[config.mk]
export PLATFORM = sky130hd
export DESIGN_NAME = fspr_ctrl
export DESIGN_NICKNAME = d
export VERILOG_FILES = /design/src/design/fspr_pkg.sv /design/src/design/fspr_timer.sv /design/src/design/fspr_ctrl.sv
export SDC_FILE = /design/constraint.sdc
export NUM_CORES = 1
export LEC_CHECK = 0
export ABC_AREA = 1
export ABC_CLOCK_PERIOD_IN_PS = 2000
export BUFFER_PORTS_ARGS = -buffer_cell sky130_fd_sc_hd__buf_4
export CORE_MARGIN = 2
export CORE_UTILIZATION = 30
export DETAILED_ROUTE_END_ITERATION = 8
export PLACE_DENSITY = 0.55
export RECOVER_POWER = 100
export SLEW_MARGIN = 25
export SYNTH_ARGS = -nofsm -noshare
export SYNTH_HDL_FRONTEND = slang
export SYNTH_SLANG_ARGS = --single-unit
[constraint.sdc]
create_clock -name clk_sys -period 2 [get_ports clk_sys]
set_input_delay 0.1 -clock clk_sys [delete_from_list [all_inputs] [get_ports clk_sys]]
set_output_delay 0.1 -clock clk_sys [all_outputs]
set_load 0.01 [all_outputs]
[src/design/fspr_pkg.sv]
// Constants and types for the flash self-program access controller
package fspr_pkg;

   // ----------------------------------------------------------------
   // Flash geometry
   // ----------------------------------------------------------------
   localparam int         FSPR_AW          = 12;
   localparam logic [11:0] FSPR_CRR_LAST   = 12'hbff;
   localparam logic [11:0] FSPR_STALL_FIRST = 12'hc00;
   localparam logic [11:0] FSPR_STALL_LAST = 12'hfff;
   localparam logic [11:0] FSPR_APP_RESET  = 12'h000;

   // ----------------------------------------------------------------
   // Boot section starts per boot size code
   // ----------------------------------------------------------------
   localparam logic [11:0] FSPR_BOOT_SZ00 = 12'hc00;
   localparam logic [11:0] FSPR_BOOT_SZ01 = 12'he00;
   localparam logic [11:0] FSPR_BOOT_SZ10 = 12'hf00;
   localparam logic [11:0] FSPR_BOOT_SZ11 = 12'hf80;

   // ----------------------------------------------------------------
   // Page operation timing
   // ----------------------------------------------------------------
   localparam int FSPR_CLK_MHZ     = 250;
   localparam int FSPR_PROG_NS     = 64;
   localparam int FSPR_PROG_CYC    = (FSPR_PROG_NS * FSPR_CLK_MHZ + 999) / 1000;
   localparam int FSPR_CNT_W       = 8;

   // ----------------------------------------------------------------
   // Register offsets
   // ----------------------------------------------------------------
   localparam logic [3:0] FSPR_A_STATUS = 4'h0;
   localparam logic [3:0] FSPR_A_MASK   = 4'h1;
   localparam logic [3:0] FSPR_A_CTRL   = 4'h2;

   // ----------------------------------------------------------------
   // Status event bit positions, width and reset value
   // ----------------------------------------------------------------
   localparam int FSPR_ST_REFUSED  = 0;
   localparam int FSPR_ST_DONE     = 1;
   localparam int FSPR_ST_IGNORED  = 2;
   localparam int FSPR_EV_W        = 3;
   localparam logic [2:0] FSPR_EV_RESET = 3'h0;

   typedef enum logic [1:0] {
      FSPR_IDLE,
      FSPR_PROG_CRR,
      FSPR_PROG_STALL
   } fspr_state_t;

   // Boot section start for a boot size code
   function automatic logic [11:0] fspr_boot_start(input logic [1:0] sz);
      logic [11:0] s;
      s = FSPR_BOOT_SZ00;
      unique case (sz)
         2'h0: s = FSPR_BOOT_SZ00;
         2'h1: s = FSPR_BOOT_SZ01;
         2'h2: s = FSPR_BOOT_SZ10;
         2'h3: s = FSPR_BOOT_SZ11;
      endcase
      return s;
   endfunction

   // Word address lies in the concurrent-read region
   function automatic logic fspr_in_crr(input logic [11:0] a);
      return a <= FSPR_CRR_LAST;
   endfunction

endpackage

[src/design/fspr_timer.sv]
// Page operation duration counter
`timescale 1ns/1ps
module fspr_timer
   import fspr_pkg::*;
(
   input  wire logic clk_sys,
   input  wire logic reset,
   input  wire logic start,
   output logic      done
);

   logic [FSPR_CNT_W-1:0] cnt_r;
   logic [FSPR_CNT_W-1:0] cnt_nxt;
   logic                  done_r;
   logic                  done_nxt;

   always_comb begin
      cnt_nxt  = cnt_r;
      done_nxt = 1'b0;
      if (start) begin
         cnt_nxt = FSPR_CNT_W'(FSPR_PROG_CYC);
      end else if (cnt_r != '0) begin
         cnt_nxt  = cnt_r - 1'b1;
         done_nxt = (cnt_r == FSPR_CNT_W'(1));
      end
   end

   always_ff @(posedge clk_sys) begin
      if (reset) begin
         cnt_r  <= '0;
         done_r <= 1'b0;
      end else begin
         cnt_r  <= cnt_nxt;
         done_r <= done_nxt;
      end
   end

   assign done = done_r;

endmodule

[src/design/fspr_ctrl.sv]
// Flash self-program access controller top
`timescale 1ns/1ps
//
// Function
// RL1: Ignore store from application section
// RL2: Boot section code may program any page
// RL3: Boot size fuses pick section boundary
// RL4: Lock bit 0 guards application section
// RL5: Lock bit 1 guards boot section
// RL6: CPU runs during concurrent-read page work
// RL7: Halt CPU during stall region page work
// RL8: Block concurrent-read reads while programming
// RL9: Busy flag high while region blocked
// RL10: Software clears busy flag before reading region
// RL11: Software avoids region during programming
// RL12: Boot section always inside stall region
// RL13: Fixed region boundaries at 0xc00
// RL14: Boot size code maps boot start
// RL15: Boot vector fuse selects reset address
// RL16: Pointer page picks region behaviour
// RL17: Refuse programming of locked section
module fspr_ctrl
   import fspr_pkg::*;
(
   input  wire logic        clk_sys,
   input  wire logic        reset,
   input  wire logic [1:0]  boot_size_fuses,
   input  wire logic        boot_vector_fuse_n,
   input  wire logic        app_lock_n,
   input  wire logic        boot_lock_n,
   input  wire logic        store_program_instr,
   input  wire logic [11:0] instr_pc,
   input  wire logic [11:0] page_ptr,
   input  wire logic        busy_clear,
   input  wire logic        code_rd,
   input  wire logic [11:0] code_rd_addr,
   input  wire logic [3:0]  reg_addr,
   input  wire logic [7:0]  reg_wdata,
   input  wire logic        reg_wr,
   input  wire logic        reg_rd,
   output logic [7:0]       reg_rdata,
   output logic             irq,
   output logic             flash_op,
   output logic [11:0]      flash_op_page,
   output logic             cpu_halt,
   output logic             code_rd_block,
   output logic             region_busy_flag,
   output logic [11:0]      reset_vector
);

   fspr_state_t             st_r, st_nxt;
   logic                    op_r, op_nxt;
   logic [11:0]             page_r, page_nxt;
   logic                    halt_r, halt_nxt;
   logic                    blk_r, blk_nxt;
   logic                    busy_r, busy_nxt;
   logic [11:0]             rv_r, rv_nxt;
   logic [FSPR_EV_W-1:0]    stat_r, stat_nxt;
   logic [FSPR_EV_W-1:0]    mask_r, mask_nxt;
   logic [7:0]              rd_r, rd_nxt;
   logic                    irq_r, irq_nxt;
   logic                    done;
   logic [11:0]             boot_start;
   logic                    from_boot;
   logic                    tgt_boot;
   logic                    lock_ok;
   logic                    go;
   logic [FSPR_EV_W-1:0]    ev;

   fspr_timer u_timer (
      .clk_sys (clk_sys),
      .reset   (reset),
      .start   (go),
      .done    (done)
   );

   // ----------------------------------------------------------------
   // Command qualification
   // ----------------------------------------------------------------
   always_comb begin
      boot_start = fspr_boot_start(boot_size_fuses);  // RL3 RL14
      // Smallest start is the stall boundary, so boot stays inside
      from_boot  = instr_pc >= boot_start;            // RL12
      tgt_boot   = page_ptr >= boot_start;
      lock_ok    = tgt_boot ? boot_lock_n : app_lock_n; // RL4 RL5 RL17
      // Boot code may aim anywhere, boot pages included
      go = store_program_instr && from_boot && lock_ok
           && (st_r == FSPR_IDLE);                    // RL1 RL2
      ev = '0;
      ev[FSPR_ST_IGNORED] = store_program_instr && !from_boot; // RL1
      ev[FSPR_ST_REFUSED] = store_program_instr && from_boot
                            && !lock_ok;              // RL17
      ev[FSPR_ST_DONE]    = done;
   end

   // ----------------------------------------------------------------
   // Page operation sequencer
   // ----------------------------------------------------------------
   always_comb begin
      st_nxt   = st_r;
      op_nxt   = 1'b0;
      page_nxt = page_r;
      halt_nxt = halt_r;
      blk_nxt  = blk_r;
      busy_nxt = busy_r;
      unique case (st_r)
         FSPR_IDLE: begin
            if (go) begin
               op_nxt   = 1'b1;
               page_nxt = page_ptr;                     // RL16
               blk_nxt  = 1'b1;                         // RL8
               busy_nxt = 1'b1;                         // RL9
               if (fspr_in_crr(page_ptr)) begin         // RL13 RL16
                  st_nxt = FSPR_PROG_CRR;               // RL6
               end else begin
                  st_nxt   = FSPR_PROG_STALL;
                  halt_nxt = 1'b1;                      // RL7
               end
            end
         end
         FSPR_PROG_CRR, FSPR_PROG_STALL: begin
            if (done) begin
               st_nxt   = FSPR_IDLE;
               halt_nxt = 1'b0;
            end
         end
      endcase
      // Region stays blocked until software releases it
      if (busy_clear && st_r == FSPR_IDLE && !go) begin // RL10
         busy_nxt = 1'b0;
         blk_nxt  = 1'b0;
      end
   end

   // ----------------------------------------------------------------
   // Registers, interrupt and read path
   // ----------------------------------------------------------------
   always_comb begin
      rv_nxt   = boot_vector_fuse_n ? FSPR_APP_RESET : boot_start; // RL15
      mask_nxt = mask_r;
      if (reg_wr && reg_addr == FSPR_A_MASK) begin
         mask_nxt = reg_wdata[FSPR_EV_W-1:0];
      end
      stat_nxt = stat_r;
      rd_nxt   = 8'h00;
      if (reg_rd) begin
         unique case (reg_addr)
            FSPR_A_STATUS: begin
               rd_nxt   = {5'h00, stat_r};
               stat_nxt = '0;
            end
            FSPR_A_MASK: rd_nxt = {5'h00, mask_r};
            FSPR_A_CTRL: rd_nxt = {4'h0, halt_r, blk_r, busy_r,
                                   st_r != FSPR_IDLE};
            default:     rd_nxt = 8'h00;
         endcase
      end
      // A new event wins over the read clear
      stat_nxt = stat_nxt | ev;
      irq_nxt  = |(stat_nxt & mask_nxt);
   end

   always_ff @(posedge clk_sys) begin
      if (reset) begin
         st_r   <= FSPR_IDLE;
         op_r   <= 1'b0;
         page_r <= 12'h000;
         halt_r <= 1'b0;
         blk_r  <= 1'b0;
         busy_r <= 1'b0;
         rv_r   <= FSPR_APP_RESET;
         stat_r <= FSPR_EV_RESET;
         mask_r <= FSPR_EV_RESET;
         rd_r   <= 8'h00;
         irq_r  <= 1'b0;
      end else begin
         st_r   <= st_nxt;
         op_r   <= op_nxt;
         page_r <= page_nxt;
         halt_r <= halt_nxt;
         blk_r  <= blk_nxt;
         busy_r <= busy_nxt;
         rv_r   <= rv_nxt;
         stat_r <= stat_nxt;
         mask_r <= mask_nxt;
         rd_r   <= rd_nxt;
         irq_r  <= irq_nxt;
      end
   end

   assign reg_rdata        = rd_r;
   assign irq              = irq_r;
   assign flash_op         = op_r;
   assign flash_op_page    = page_r;
   assign cpu_halt         = halt_r;
   assign code_rd_block    = blk_r;   // RL8
   assign region_busy_flag = busy_r;  // RL9
   assign reset_vector     = rv_r;

   // ----------------------------------------------------------------
   // Check helpers
   // ----------------------------------------------------------------
   // Halted cycles of the current run, to bound the halt span
   logic [FSPR_CNT_W-1:0]   halt_cnt_r;
   logic [FSPR_CNT_W-1:0]   halt_cnt_nxt;

   always_comb begin
      halt_cnt_nxt = '0;
      if (cpu_halt) begin
         halt_cnt_nxt = halt_cnt_r + 1'b1;
      end
   end

   always_ff @(posedge clk_sys) begin
      if (reset) begin
         halt_cnt_r <= '0;
      end else begin
         halt_cnt_r <= halt_cnt_nxt;
      end
   end

   // ----------------------------------------------------------------
   // Checks
   // ----------------------------------------------------------------
   a_app_ignored: assert property ( // RL1
      @(posedge clk_sys) disable iff (reset)
      store_program_instr && instr_pc < boot_start |=> !flash_op)
      else $error("store from application started an operation");

   a_ignore_flag: assert property ( // RL1
      @(posedge clk_sys) disable iff (reset)
      store_program_instr && !from_boot |=> stat_r[FSPR_ST_IGNORED])
      else $error("ignored store not flagged");

   a_boot_starts: assert property ( // RL2
      @(posedge clk_sys) disable iff (reset)
      store_program_instr && from_boot && lock_ok && st_r == FSPR_IDLE
      |=> flash_op && flash_op_page == $past(page_ptr))
      else $error("boot store did not start operation");

   a_boot_self: assert property ( // RL2
      @(posedge clk_sys) disable iff (reset)
      store_program_instr && from_boot && tgt_boot && boot_lock_n
      && st_r == FSPR_IDLE |=> flash_op)
      else $error("boot store to boot page did not start");

   a_boot_map: assert property ( // RL3
      @(posedge clk_sys) disable iff (reset)
      boot_size_fuses == 2'h1 |-> boot_start == 12'he00)
      else $error("boot start wrong for size code one");

   a_app_lock: assert property ( // RL4
      @(posedge clk_sys) disable iff (reset)
      store_program_instr && !tgt_boot && !app_lock_n |=> !flash_op)
      else $error("locked application page programmed");

   a_boot_lock: assert property ( // RL5
      @(posedge clk_sys) disable iff (reset)
      store_program_instr && tgt_boot && !boot_lock_n |=> !flash_op)
      else $error("locked boot page programmed");

   a_refuse_flag: assert property ( // RL17
      @(posedge clk_sys) disable iff (reset)
      store_program_instr && from_boot && !lock_ok
      |=> stat_r[FSPR_ST_REFUSED])
      else $error("refused store not flagged");

   a_crr_runs: assert property ( // RL6
      @(posedge clk_sys) disable iff (reset)
      st_r == FSPR_PROG_CRR |-> !cpu_halt)
      else $error("cpu halted during concurrent-read work");

   a_crr_page: assert property ( // RL6 RL13
      @(posedge clk_sys) disable iff (reset)
      flash_op && flash_op_page <= FSPR_CRR_LAST |-> !cpu_halt)
      else $error("cpu halted for concurrent-read page");

   a_stall_halt: assert property ( // RL7 RL16
      @(posedge clk_sys) disable iff (reset)
      flash_op && flash_op_page >= FSPR_STALL_FIRST |-> cpu_halt)
      else $error("cpu not halted for stall page");

   a_stall_hold: assert property ( // RL7
      @(posedge clk_sys) disable iff (reset)
      st_r == FSPR_PROG_STALL |-> cpu_halt)
      else $error("cpu released during stall page work");

   a_halt_span: assert property ( // RL7
      @(posedge clk_sys) disable iff (reset)
      $fell(cpu_halt) |-> halt_cnt_r == FSPR_PROG_CYC + 1)
      else $error("halt span differs from page operation");

   a_busy_blk: assert property ( // RL8 RL9
      @(posedge clk_sys) disable iff (reset)
      flash_op |-> region_busy_flag && code_rd_block)
      else $error("region not blocked during operation");

   a_busy_active: assert property ( // RL9
      @(posedge clk_sys) disable iff (reset)
      st_r != FSPR_IDLE |-> region_busy_flag && code_rd_block)
      else $error("region not blocked while operation runs");

   a_busy_hold: assert property ( // RL9
      @(posedge clk_sys) disable iff (reset)
      region_busy_flag && !busy_clear |=> region_busy_flag)
      else $error("busy flag dropped without a clear");

   a_boot_inside: assert property ( // RL12
      @(posedge clk_sys) disable iff (reset)
      boot_start >= FSPR_STALL_FIRST)
      else $error("boot section reaches below stall region");

   a_boot_vec: assert property ( // RL15
      @(posedge clk_sys) disable iff (reset)
      !reset && !boot_vector_fuse_n |=> reset_vector >= FSPR_STALL_FIRST)
      else $error("boot vector outside stall region");

   a_app_vec: assert property ( // RL15
      @(posedge clk_sys) disable iff (reset)
      !reset && boot_vector_fuse_n |=> reset_vector == FSPR_APP_RESET)
      else $error("application vector not at origin");

endmodule

== Word level (Yosys, flattened, before mapping) ==
Index checks and enable logic that the tools add are counted.
Word-level totals
  register bits: 53
  bits of input ports: 60
  output and inout bits: 37
  word-level logic and storage cells: 78
Operators by class
  $lt $le $gt $ge: 3
  reduce and logical (&&, ||, !) cells: 28
  bitwise operators: 5
  eq/ne operators: 11
  $add $sub $neg: 1
  mux-type cells: 17
Operators with widths (count)
  $pmux 12 s4: 1
  $ge 12x12->1: 2
  $le 12x12->1 const B: 1
  $pmux 4 s3: 1
  $reduce_or 2->1: 6
  $mux 5: 2
  $mux 3: 3
  $eq 8x1->1 const B: 1
  $logic_and 1x1->1: 8
  $reduce_bool 8->1: 1
  $sub 8x1->8 const B: 1
  $eq 2x2->1 const B: 3
  $mux 2: 3
  $reduce_or 3->1: 2
  $mux 1: 5
  $eq 2x1->1 const B: 2
  $eq 4x1->1 const B: 1
  $eq 4x2->1 const B: 1
  $logic_not 2->1: 2
  $logic_not 4->1: 1
  $ne 2x2->1 const B: 2
  $pmux 2 s2: 1
  $reduce_and 2->1: 2
  $reduce_bool 2->1: 2
  7 further kinds: 11

== Depth between registers and ports, before layout ==
Gate-level depths: netlist of run 1.
  word-level depth: 9
  gate-level depth with buffers: 16
  depth with buffers taken out: 16

== By module ==
A second synthesis of run 1 with hierarchy kept.
Second synthesis, totals
  cells, all modules: 294
  area, all modules: 2132.0 µm²
By module, submodules not included
  fspr_ctrl: cells each 230, times used 1, area an instance 1660.3 µm², sequential area each 640.6 µm²
  fspr_timer: cells each 64, times used 1, area an instance 471.7 µm², sequential area each 180.2 µm²

== Worst setup path before layout of run 1 ==
Ideal clock, no wire load.
  kind: in2reg
  from: in boot_size_fuses[1]
  to: reg page_r[2], in the netlist flash_op_page[2]
  slack: 0.491 ns
  path buffers: 1
  arrival time: 1.393 ns
  data required time: 1.884 ns
  library setup time: 0.116 ns
  cell stages on the path: 13
  cell sequence: nor2_1 > ha_1 > a21oi_1 > nand2_1 > nand2_1 > nand3_1 > nand2_2 > nand2_2 > inv_4 > nand2_4 > buf_6 > nand3_1 > o21ai_2
On the way
  cells in the longest elaborated chain, start to end: 7
  elaborated cells between the ends (all ways): 12
  classes of those cells: order compare: 2; eq/ne: 3; mux: 2; reduce/logical: 5
RTL lines
  from (decl): RTL line fspr_ctrl.sv:27  | input wire logic [1:0] boot_size_fuses,
  $eq 2x2->1, or another cell as far along: RTL line fspr_pkg.sv:55  | unique case (sz)
  $pmux 12 s4 (*): RTL line fspr_pkg.sv:55
  $ge 12x12->1 (on tied branches): RTL line fspr_ctrl.sv:84, fspr_ctrl.sv:83
  $mux 1 / $logic_and 1x1->1 (equally long branches): RTL line fspr_ctrl.sv:85, fspr_ctrl.sv:87
  $logic_and 1x1->1 (*): RTL line fspr_ctrl.sv:87  | go = store_program_instr && from_boot && lock_ok
  $logic_and 1x1->1 (*): RTL line fspr_ctrl.sv:88  | && (st_r == FSPR_IDLE);
  $reduce_and 2->1 (no source line) (*)
  to (signal assigned): RTL line fspr_ctrl.sv:179  | page_r <= page_nxt;
  to (decl): RTL line fspr_ctrl.sv:53  | logic [11:0] page_r, page_nxt;
Mark *: on every way between the ends. The rest lies on a longest branch, timed or not. The select of a mux whose other input is x is not followed.
A chain may end at the register's enable or synchronous reset.

== Worst setup path after layout of run 1 ==
  from: in boot_size_fuses[1]
  to: reg page_r[3], in the netlist flash_op_page[3]
Same word-level chain as after synthesis.

==> results of run 1 <==
flip-flops by register name, indices dropped and copies added (netlist names), 2 cells and up:
signal	count
flash_op_page	12
mask_r	3
reg_rdata	4
reset_vector	4
st_r	2
stat_r	3
u_timer.cnt_r	8
through the flow:
step | std cells | util [%] | area, µm²
floorplan | 290 | - | 2100
global placement | 424 | 38.9 | 2620
detailed placement | 424 | 38.9 | 2620
CTS | 433 | 40.4 | 2710
global route | 433 | 38.3 | 2570
finish | 433 | 38.3 | 2570
worst min-delay path by stage:
stage	startpoint	slack, ps	end
after floorplan	boot_vector_fuse_n	180	reset_vector[10]$_SDFF_PP0_
after global placement	boot_vector_fuse_n	270	reset_vector[10]$_SDFF_PP0_
after detailed placement	boot_vector_fuse_n	270	reset_vector[10]$_SDFF_PP0_
after CTS	page_ptr[9]	3	flash_op_page[9]$_SDFFE_PP0P_
after global routing	page_ptr[9]	10	flash_op_page[9]$_SDFFE_PP0P_
final	page_ptr[8]	10	flash_op_page[8]$_SDFFE_PP0P_
metal layers:
layer  up-vias  routed length (µm)  track usage [%]
met4         0                  65             5.54
met2        42                2080             20.4
met1       779                2090             14.5
li1        990                   -                -
met5         -                   0                0
met3         4                 229             2.27
kinds of logic (layout without fill, tap and decap cells):
| family | Yosys count | in the layout |
|---|---|---|
| and+or+nand+nor | 137 | 137 |
| buffers and inverters | 63 | 126 |
| DFF | 41 | 41 |
| AOI/OAI and AO/OA | 23 | 23 |
| adders and majority gates | 9 | 9 |
| xor gates and xnor gates | 6 | 6 |
| other | 1 | 11 |
where the power goes:
group | switching, W | internal [W] | leakage (nW) | total [W]
registers | 0.0000676 | 0.000914 | 0.334 | 0.000981
logic | 0.000369 | 0.000292 | 0.932 | 0.000661
clock network | 0.000296 | 0.000246 | 0.0374 | 0.000542
total | 0.000733 | 0.00145 | 1.30 | 0.00218
worst min-delay path, cell delays in order:
cell	delay, ps
buf_4	90
nand2_1	40
nand2_1	40
synthesized netlist by cell type, types with 2 or more instances:
cell and instances:
buf_6 2, xnor2_1 4, nor3_1 2, clkbuf_1 2
xor2_1 2, nand3_1 25, buf_4 13, nand2_1 65
inv_2 3, nor2_2 3, o21ai_2 8, a21oi_1 11
inv_1 41, nand2_2 4, dfxtp_1 41, nor2_1 28
ha_1 9
cell type report:
| type | count | share of cell area, % |
|---|---|---|
| multi-input combinational | 186 | 36.6 |
| sequential | 41 | 31.9 |
| timing repair buffer | 72 | 17.4 |
| inverter | 46 | 6.81 |
| tap | 80 | 3.89 |
| clock buffer | 6 | 2.82 |
| clock inverter | 2 | 0.584 |
what timing repair did:
| item | 4_1_cts | 5_1_grt |
|---|---|---|
| hold buffers | 1 | 0 |
| buffers inserted | 0 | 0 |
| hold endpoints to repair | 1 | 0 |
==> flow_metrics.tcl, run 1 <==
set metrics [dict create \
    status "completed" \
    dpl.hpwl_um 3480 \
    synth_top_family_by_area "simple AND/OR/NAND/NOR gates" \
    fillers 742 \
    fin_setup_tns_ps 0 \
    seq_area_um2 821 \
    slew_violations 0 \
    ir_drop_mv 0.298 \
    clock-sinks 41 \
    async_reset_ff_share_pct 0 \
    setup_slack_ps 409 \
    cts.clk_slew.worst_paths_ps 80 \
    port_buffers 67 \
    cts_buffers 5 \
    antenna_found_initial 0 \
    crit_arrival_ps 1820 \
    design.portCount 97 \
    slowest_stage "ha_1" \
    cp-end-kind "flop" \
    multi_input_comb_area_um2 942 \
    drtIter0Drc 67 \
    yosys_warnings 0 \
    wl_per_cell_um 10.3 \
    cp-start-kind "primary input" \
    hold_violations 0 \
    vias_per_cell 4.19 \
    p_total_w 0.00218 \
    skew_ps 7.89 \
    num_rows 30 \
    postSynthCellCount 280 \
    layout_common_cells "67 x nand2_1, 42 x inv_1, 41 x dfxtp_1, 39 x buf_4, 31 x nor2_1" \
    clk_latency_ps 290 \
    synth_top_cells_by_area "dfxtp_1 40%, nand2_1 12%, inv_1 7.5%, nand3_1 6.1%, ha_1 5.5%" \
    grt_max_degree 17 \
    drc 0 \
    cts_resized 0 \
    synth_top_area_share_pct 39.8 \
    diodes 0 \
    synth_simple_gate_area_share_pct 29.9 \
    grt_overflow 0 \
    first_global_vias 1646 \
    crit_type "primary input to flop" \
    cp.required_ps 2230 \
    worstHoldPathCells 3 \
    power.leakage_nw 1.30 \
    power.density_nw_per_um2 849 \
    cts-root-buf "clkbuf_8" \
    routed-via-count 1815 \
    yosys.area.top_type "dfxtp_1" \
    cpPeakStageDelay_ps 320 \
    yosysUniqueCellTypes 34 \
    grt_setup_unrepaired "false" \
    start_util_pct 30.7 \
    yosysSeqAreaShare_pct 39.8 \
    setup_viol_count_final 0 \
    cp-endpoint "flash_op_page[3]$_SDFFE_PP0P_" \
    critPathMaxFanout 5 \
    nets 421 \
    synth_adder_area_share_pct 5.46 \
    layout_commonest_cell "nand2_1" \
    critPathTopFamily "simple AND/OR/NAND/NOR gates" \
    rrSetupSlack_ps 590 \
    worstHoldPathType "primary input to flop" \
    max_freq_ghz 0.628 \
    whs_ps 14.7 \
    path_depth 13 \
    syn_to_final_growth_pct 24.8 \
    synth_area_um2 2060 \
    cts_tree "done" \
    ant_nets 0 \
    gp_congestion 0.765 \
    synth_edf_count 0 \
    muxShareOfSynthArea_pct 0 \
    wirelength_um 4470 \
    r2r_start "u_timer.cnt_r[0]$_SDFFE_PP0P_" \
    startpoint "boot_size_fuses[1]" \
    die_w_um 86.9 \
    cp_num_buf_inv 3 \
    grt_usage_pct 12.0 \
    crit_path_frequent_cell "nand2_1" \
    first_pass_iters 4 \
    period_needed_ps 1590 \
    design.die.area_um2 7550 \
    synth_flop_cell "dfxtp_1" \
    cap_viol_max_count 0 \
    pre_cts_slack_ps 131 \
    postSynthAreaPerCell_um2 7.36 \
    htree_levels 2 \
    synthXorXnorAreaFrac_pct 2.55 \
    clk_path_buf_depth 2 \
    rr_endpoint "u_timer.cnt_r[1]$_SDFFE_PP0P_" \
    core_um2 6720 \
    ys_ff_latch 41 \
    path_cells "clkbuf_1, nor2_1, ha_1, a21oi_1, nand2_1, nand2_1, nand3_1, nand2_2, nand2_1, inv_4, nand3_4, clkbuf_1, o21ai_0" \
    synth_compound_area_share_pct 7.35 \
    reg2reg_depth 9 \
    grt_pass1_wl_um 7130 \
    die_h_um 86.9 \
    finalCritPeriodShare_pct 79.6 \
    drive_gt1_share_pct 17.8 \
]
Note: power is estimated with default switching activity, not from simulation.
==> run 2: changes to the inputs <==
--- a/config.mk
+++ b/config.mk
@@ -6,7 +6,7 @@
 export NUM_CORES = 1
 export LEC_CHECK = 0
 export ABC_AREA = 1
-export ABC_CLOCK_PERIOD_IN_PS = 2000
+export ABC_CLOCK_PERIOD_IN_PS = 1550
 export BUFFER_PORTS_ARGS = -buffer_cell sky130_fd_sc_hd__buf_4
 export CORE_MARGIN = 2
 export CORE_UTILIZATION = 30
==> constraint.sdc (replaced) <==
create_clock -name clk_sys -period 1.55 [get_ports clk_sys]
set_input_delay 0.0775 -clock clk_sys [delete_from_list [all_inputs] [get_ports clk_sys]]
set_output_delay 0.0775 -clock clk_sys [all_outputs]
set_load 0.01 [all_outputs]
==> flow_metrics.tcl, run 2 (synthesized netlist as in run 1, its figures left out) <==
set metrics [dict create \
    status "completed" \
    cap_viol_max_count 0 \
    max_freq_ghz 0.702 \
    setup_viol_count_final 0 \
    seq_area_um2 821 \
    post-route-util_pct 41.3 \
    cts_tree "done" \
    cts_setup_buffers 0 \
    whs_ps 34.0 \
    core_um2 6720 \
    grt_overflow 0 \
    clk_path_buf_depth 2 \
    rr_endpoint "u_timer.cnt_r[1]$_SDFFE_PP0P_" \
    cts_buffers 5 \
    drive_gt1_share_pct 25.2 \
    period_needed_ps 1430 \
    cp-start-kind "primary input" \
    cts.clk_slew.worst_paths_ps 80 \
    finalCritPeriodShare_pct 92.0 \
    htree_levels 2 \
    dp.cells 432 \
    slew_headroom_pct 62.3 \
    skew_ps 8.57 \
    top_register "flash_op_page" \
    cp-end-kind "flop" \
    hold_violations 0 \
    grt_setup_unrepaired "false" \
    grt_max_degree 14 \
    largest_reg_flops 12 \
    crit_arrival_ps 1620 \
    grt_usage_pct 12.4 \
    cpPeakStageDelay_ps 290 \
    tightestPinTransition_ps 566 \
    wirelength_um 4520 \
    first_pass_iters 4 \
    port_buffers 67 \
    layout_common_cells "62 x nand2_1, 44 x buf_4, 41 x dfxtp_1, 40 x inv_1" \
    dpl.hpwl_um 3660 \
    antenna_found_initial 0 \
    hold_end "flash_op_page[6]$_SDFFE_PP0P_" \
    rrSetupSlack_ps 140 \
    reg_top3 "flash_op_page x12, u_timer.cnt_r x8" \
    diodes 0 \
    gp_congestion 0.792 \
    worstHoldPathType "primary input to flop" \
    drtIter0Drc 56 \
    cp.required_ps 1740 \
    nets 433 \
    power.leakage_nw 1.42 \
    routed-via-count 1881 \
    cts-root-buf "clkbuf_8" \
    num_rows 30 \
    clock-sinks 41 \
    ir_drop_mv 0.420 \
    reg2reg_depth 9 \
    critPathMaxFanout 6 \
    crit_type "primary input to flop" \
    fillers 724 \
    drc 0 \
    die_h_um 86.9 \
    slowest_stage "ha_1" \
    multi_input_comb_area_um2 1020 \
    r2r_start "u_timer.cnt_r[0]$_SDFFE_PP0P_" \
    power.density_nw_per_um2 1040 \
    design.portCount 97 \
    path_cells "clkbuf_2, nand2_1, inv_1, ha_1, nand2_1, nor2_2, nand3_2, nand2_1, nand2_1, nand2_2, nand2_4, inv_4, nand2_4, clkbuf_16, nand3_1, o21ai_2" \
    worstHoldPathCells 3 \
    first_global_vias 1813 \
    instances_no_fill 445 \
    design.die.area_um2 7550 \
    layout_commonest_cell "nand2_1" \
    start_util_pct 30.7 \
    clk_latency_ps 290 \
    wl_per_cell_um 10.2 \
    syn_to_final_growth_pct 34.7 \
    grt_pass1_wl_um 7510 \
    crit_path_frequent_cell "nand2_1" \
    slew_violations 0 \
    ant_nets 0 \
    die_w_um 86.9 \
    vias_per_cell 4.23 \
    hold_start "page_ptr[6]" \
]
-- run 2: timing repair --
action,CTS,global route
resized for setup,0,18
setup endpoints to repair,0,25
hold endpoints to repair,4,0
hold buffers,4,0
-- run 2: per-layer routing --
layer	up-vias	wire length [µm]	global-route usage (%)	part of all wire, %
met2	42	2240	22.3	49
met3	5	266	2.75	5.9
met5	-	0	0	0
met1	826	1950	14.4	43
li1	1008	-	-	-
met4	0	67	4.26	1.5
-- run 2: worst max-delay path, delay by kind of cell --
kind	cells	cell delay (ps)
compound gates	1	50
fa+ha+maj	1	290
buf+inv	4	430
simple gates	10	770
-- run 2: area by class of cell --
class,count,area share [%]
repair buffers,84,20.7
clock inverters,3,0.631
clock buffers,5,2.48
inverters,46,6.31
well taps,80,3.61
flip-flops and latches,41,29.6
multi-input cells,186,36.7
-- run 2: per-stage QoR --
stage	TNS, ps	cell area (µm²)	setup WS, ps	power, W
finish	0	2780	124	0.00288
global route	0	2780	2.51	0.00311
CTS	0	2800	31.9	0.00291
detailed placement	-5830	2680	-265	0.00219
global placement	-4280	2680	-210	0.00218
floorplan	0	2100	63.5	0.00195
-- run 2: worst max path at each step --
| stage | start | to | depth (start not counted) |
|---|---|---|---|
| final | boot_size_fuses[1] | flash_op_page[7]$_SDFFE_PP0P_ | 16 |
| after global placement | boot_size_fuses[0] | u_timer.done$_SDFF_PP0_ | 15 |
| after floorplan | boot_size_fuses[1] | flash_op_page[2]$_SDFFE_PP0P_ | 13 |
| after detailed placement | boot_size_fuses[1] | u_timer.cnt_r[7]$_SDFFE_PP0P_ | 14 |
| after CTS | page_ptr[10] | flash_op_page[1]$_SDFFE_PP0P_ | 14 |
| after global routing | boot_size_fuses[1] | u_timer.cnt_r[0]$_SDFFE_PP0P_ | 17 |
-- run 2: report_power, final --
part | switching, W | total, W | internal [W]
clock network | 0.000369 | 0.000680 | 0.000311
registers | 0.0000877 | 0.00127 | 0.00118
logic | 0.000514 | 0.000930 | 0.000416
==> run 3: changes to the inputs <==
--- a/config.mk
+++ b/config.mk
@@ -6,7 +6,7 @@
 export NUM_CORES = 1
 export LEC_CHECK = 0
 export ABC_AREA = 1
-export ABC_CLOCK_PERIOD_IN_PS = 1550
+export ABC_CLOCK_PERIOD_IN_PS = 1460
 export BUFFER_PORTS_ARGS = -buffer_cell sky130_fd_sc_hd__buf_4
 export CORE_MARGIN = 2
 export CORE_UTILIZATION = 30
==> constraint.sdc (replaced) <==
create_clock -name clk_sys -period 1.46 [get_ports clk_sys]
set_input_delay 0.073 -clock clk_sys [delete_from_list [all_inputs] [get_ports clk_sys]]
set_output_delay 0.073 -clock clk_sys [all_outputs]
set_load 0.01 [all_outputs]
==> flow_metrics.tcl, run 3 (synthesized netlist as in run 1, its figures left out) <==
set metrics [dict create \
    final_cell_area_um2 2960 \
    grt_pass1_wl_um 7710 \
    start_util_pct 30.7 \
    grt_usage_pct 12.8 \
    finalCritPeriodShare_pct 93.7 \
    cts.clk_slew.worst_paths_ps 80 \
    instances_no_fill 453 \
    use_met1_pct 15.5 \
    period_needed_ps 1370 \
    wl_per_cell_um 10.4 \
    fillers 711 \
    max_freq_ghz 0.731 \
    cp-start-kind "primary input" \
    vias_per_cell 4.19 \
    core_um2 6720 \
    num_rows 30 \
    syn_to_final_growth_pct 43.4 \
    ant_nets 0 \
    multi_input_comb_area_um2 1110 \
    ir_drop_mv 0.418 \
    reg_top3 "flash_op_page x12, u_timer.cnt_r x8" \
    gr-usage-met3_pct 2.37 \
    critPathMaxFanout 6 \
    hold_violations 0 \
    first_global_vias 1806 \
    grt_max_degree 14 \
    cp.required_ps 1650 \
    diodes 0 \
    dpl.hpwl_um 3670 \
    layout_common_cells "59 x nand2_1, 56 x buf_4, 39 x dfxtp_1, 37 x inv_1, 29 x clkbuf_1" \
    largest_reg_flops 12 \
    clk_latency_ps 290 \
    tightestPinTransition_ps 511 \
    htree_levels 2 \
    crit_arrival_ps 1560 \
    pre_cts_slack_ps -293 \
    dp.cells 439 \
    setup_slack_ps 92.3 \
    cap_viol_max_count 0 \
    port_buffers 67 \
    power.density_nw_per_um2 1140 \
    setup_viol_count_final 0 \
    gp_congestion 0.756 \
    routed-via-count 1898 \
    rrSetupSlack_ps 110 \
    layout_commonest_cell "nand2_1" \
    cts_tree "done" \
    worstHoldPathType "primary input to flop" \
    nets 441 \
    drtIter0Drc 22 \
    slew_headroom_pct 65.7 \
    die_h_um 86.9 \
    antenna_found_initial 0 \
    first_pass_iters 4 \
    top_register "flash_op_page" \
    clk_path_buf_depth 2 \
    die_w_um 86.9 \
    design.portCount 97 \
    seq_area_um2 823 \
    status "completed" \
    skew_ps 6.96 \
    crit_type "primary input to flop" \
    cts_buffers 5 \
    drive_gt1_share_pct 32.7 \
    design.die.area_um2 7550 \
    wirelength_um 4690 \
    slew_violations 0 \
    gr-usage-met2_pct 22.4 \
    whs_ps 30.4 \
    grt_busiest_layer "met2" \
    power.leakage_nw 1.45 \
    drc 0 \
    grt_overflow 0 \
    clock-sinks 41 \
    fin_setup_tns_ps 0 \
    dpl_cell_area_um2 2730 \
    cts-root-buf "clkbuf_8" \
    cp-end-kind "flop" \
]
-- run 3: changes by cell type in the layout (fill, tap and decap cells not counted), sizes merged --
cell          change
dlygate4sd3       +1
clkinvlp          -1
dlymetal6s4s      -2
buf              +11
bufinv            +1
clkinv            -2
-- run 3: worst paths after layout --
kind / depth (start not counted) / from / endpoint
worst max register to register: 9 / st_r[0]$_SDFFE_PP0P_ / cpu_halt$_SDFFE_PP0P_
worst max-delay path: 16 / boot_size_fuses[0] / flash_op_page[0]$_SDFFE_PP0P_
worst min-delay path: 3 / page_ptr[6] / flash_op_page[6]$_SDFFE_PP0P_
worst min register to register: 2 / cpu_halt$_SDFFE_PP0P_ / reg_rdata[3]$_SDFF_PP0_
-- run 3: final cells by class --
type                            instances  area share [%]
Timing Repair Buffer                   92            21.2
Inverter                               46            6.01
Multi-Input combinational cell        186            37.6
Clock inverter                          1            1.02
Clock buffer                            7            2.92
Tap cell                               80            3.39
Sequential cell                        41            27.9
-- run 3: through the flow --
step	power, W	util [%]
floorplan	0.00207	-
global placement	0.00235	40.7
detailed placement	0.00236	40.7
CTS	0.00332	42.8
global route	0.00363	44.0
finish	0.00338	44.0
-- run 3: per-layer routing --
layer	part of all wire (%)	wire (µm)
met5	0	0
met4	1.9	87
met3	4.1	192
met2	49	2300
met1	45	2110
-- run 3: timing repair --
| action | CTS | global route |
|---|---|---|
| gates resized for setup | 0 | 36 |
| setup endpoints to repair | 0 | 25 |
| endpoints found under the hold margin | 3 | 0 |
| setup buffers | 0 | 2 |
| hold buffers | 3 | 0 |
-- run 3: power breakdown --
group	internal, W	switching, W	leakage [nW]
registers	0.00125	0.0000973	0.335
clock network	0.000558	0.000386	0.0585
logic	0.000496	0.000588	1.06
total	0.00231	0.00107	1.45
-- run 3: critical path, cell delays in order --
cell       delay (ps)
buf_4             130
nand2_4            60
inv_4              40
ha_4              260
nand2_2            50
nor2_2            100
nand3_2           100
nand2_1            80
nand2_1            60
nand2_2            90
nand2_4            60
inv_4              70
nand2_4            70
clkbuf_16         180
nand3_1            80
o21ai_2            50
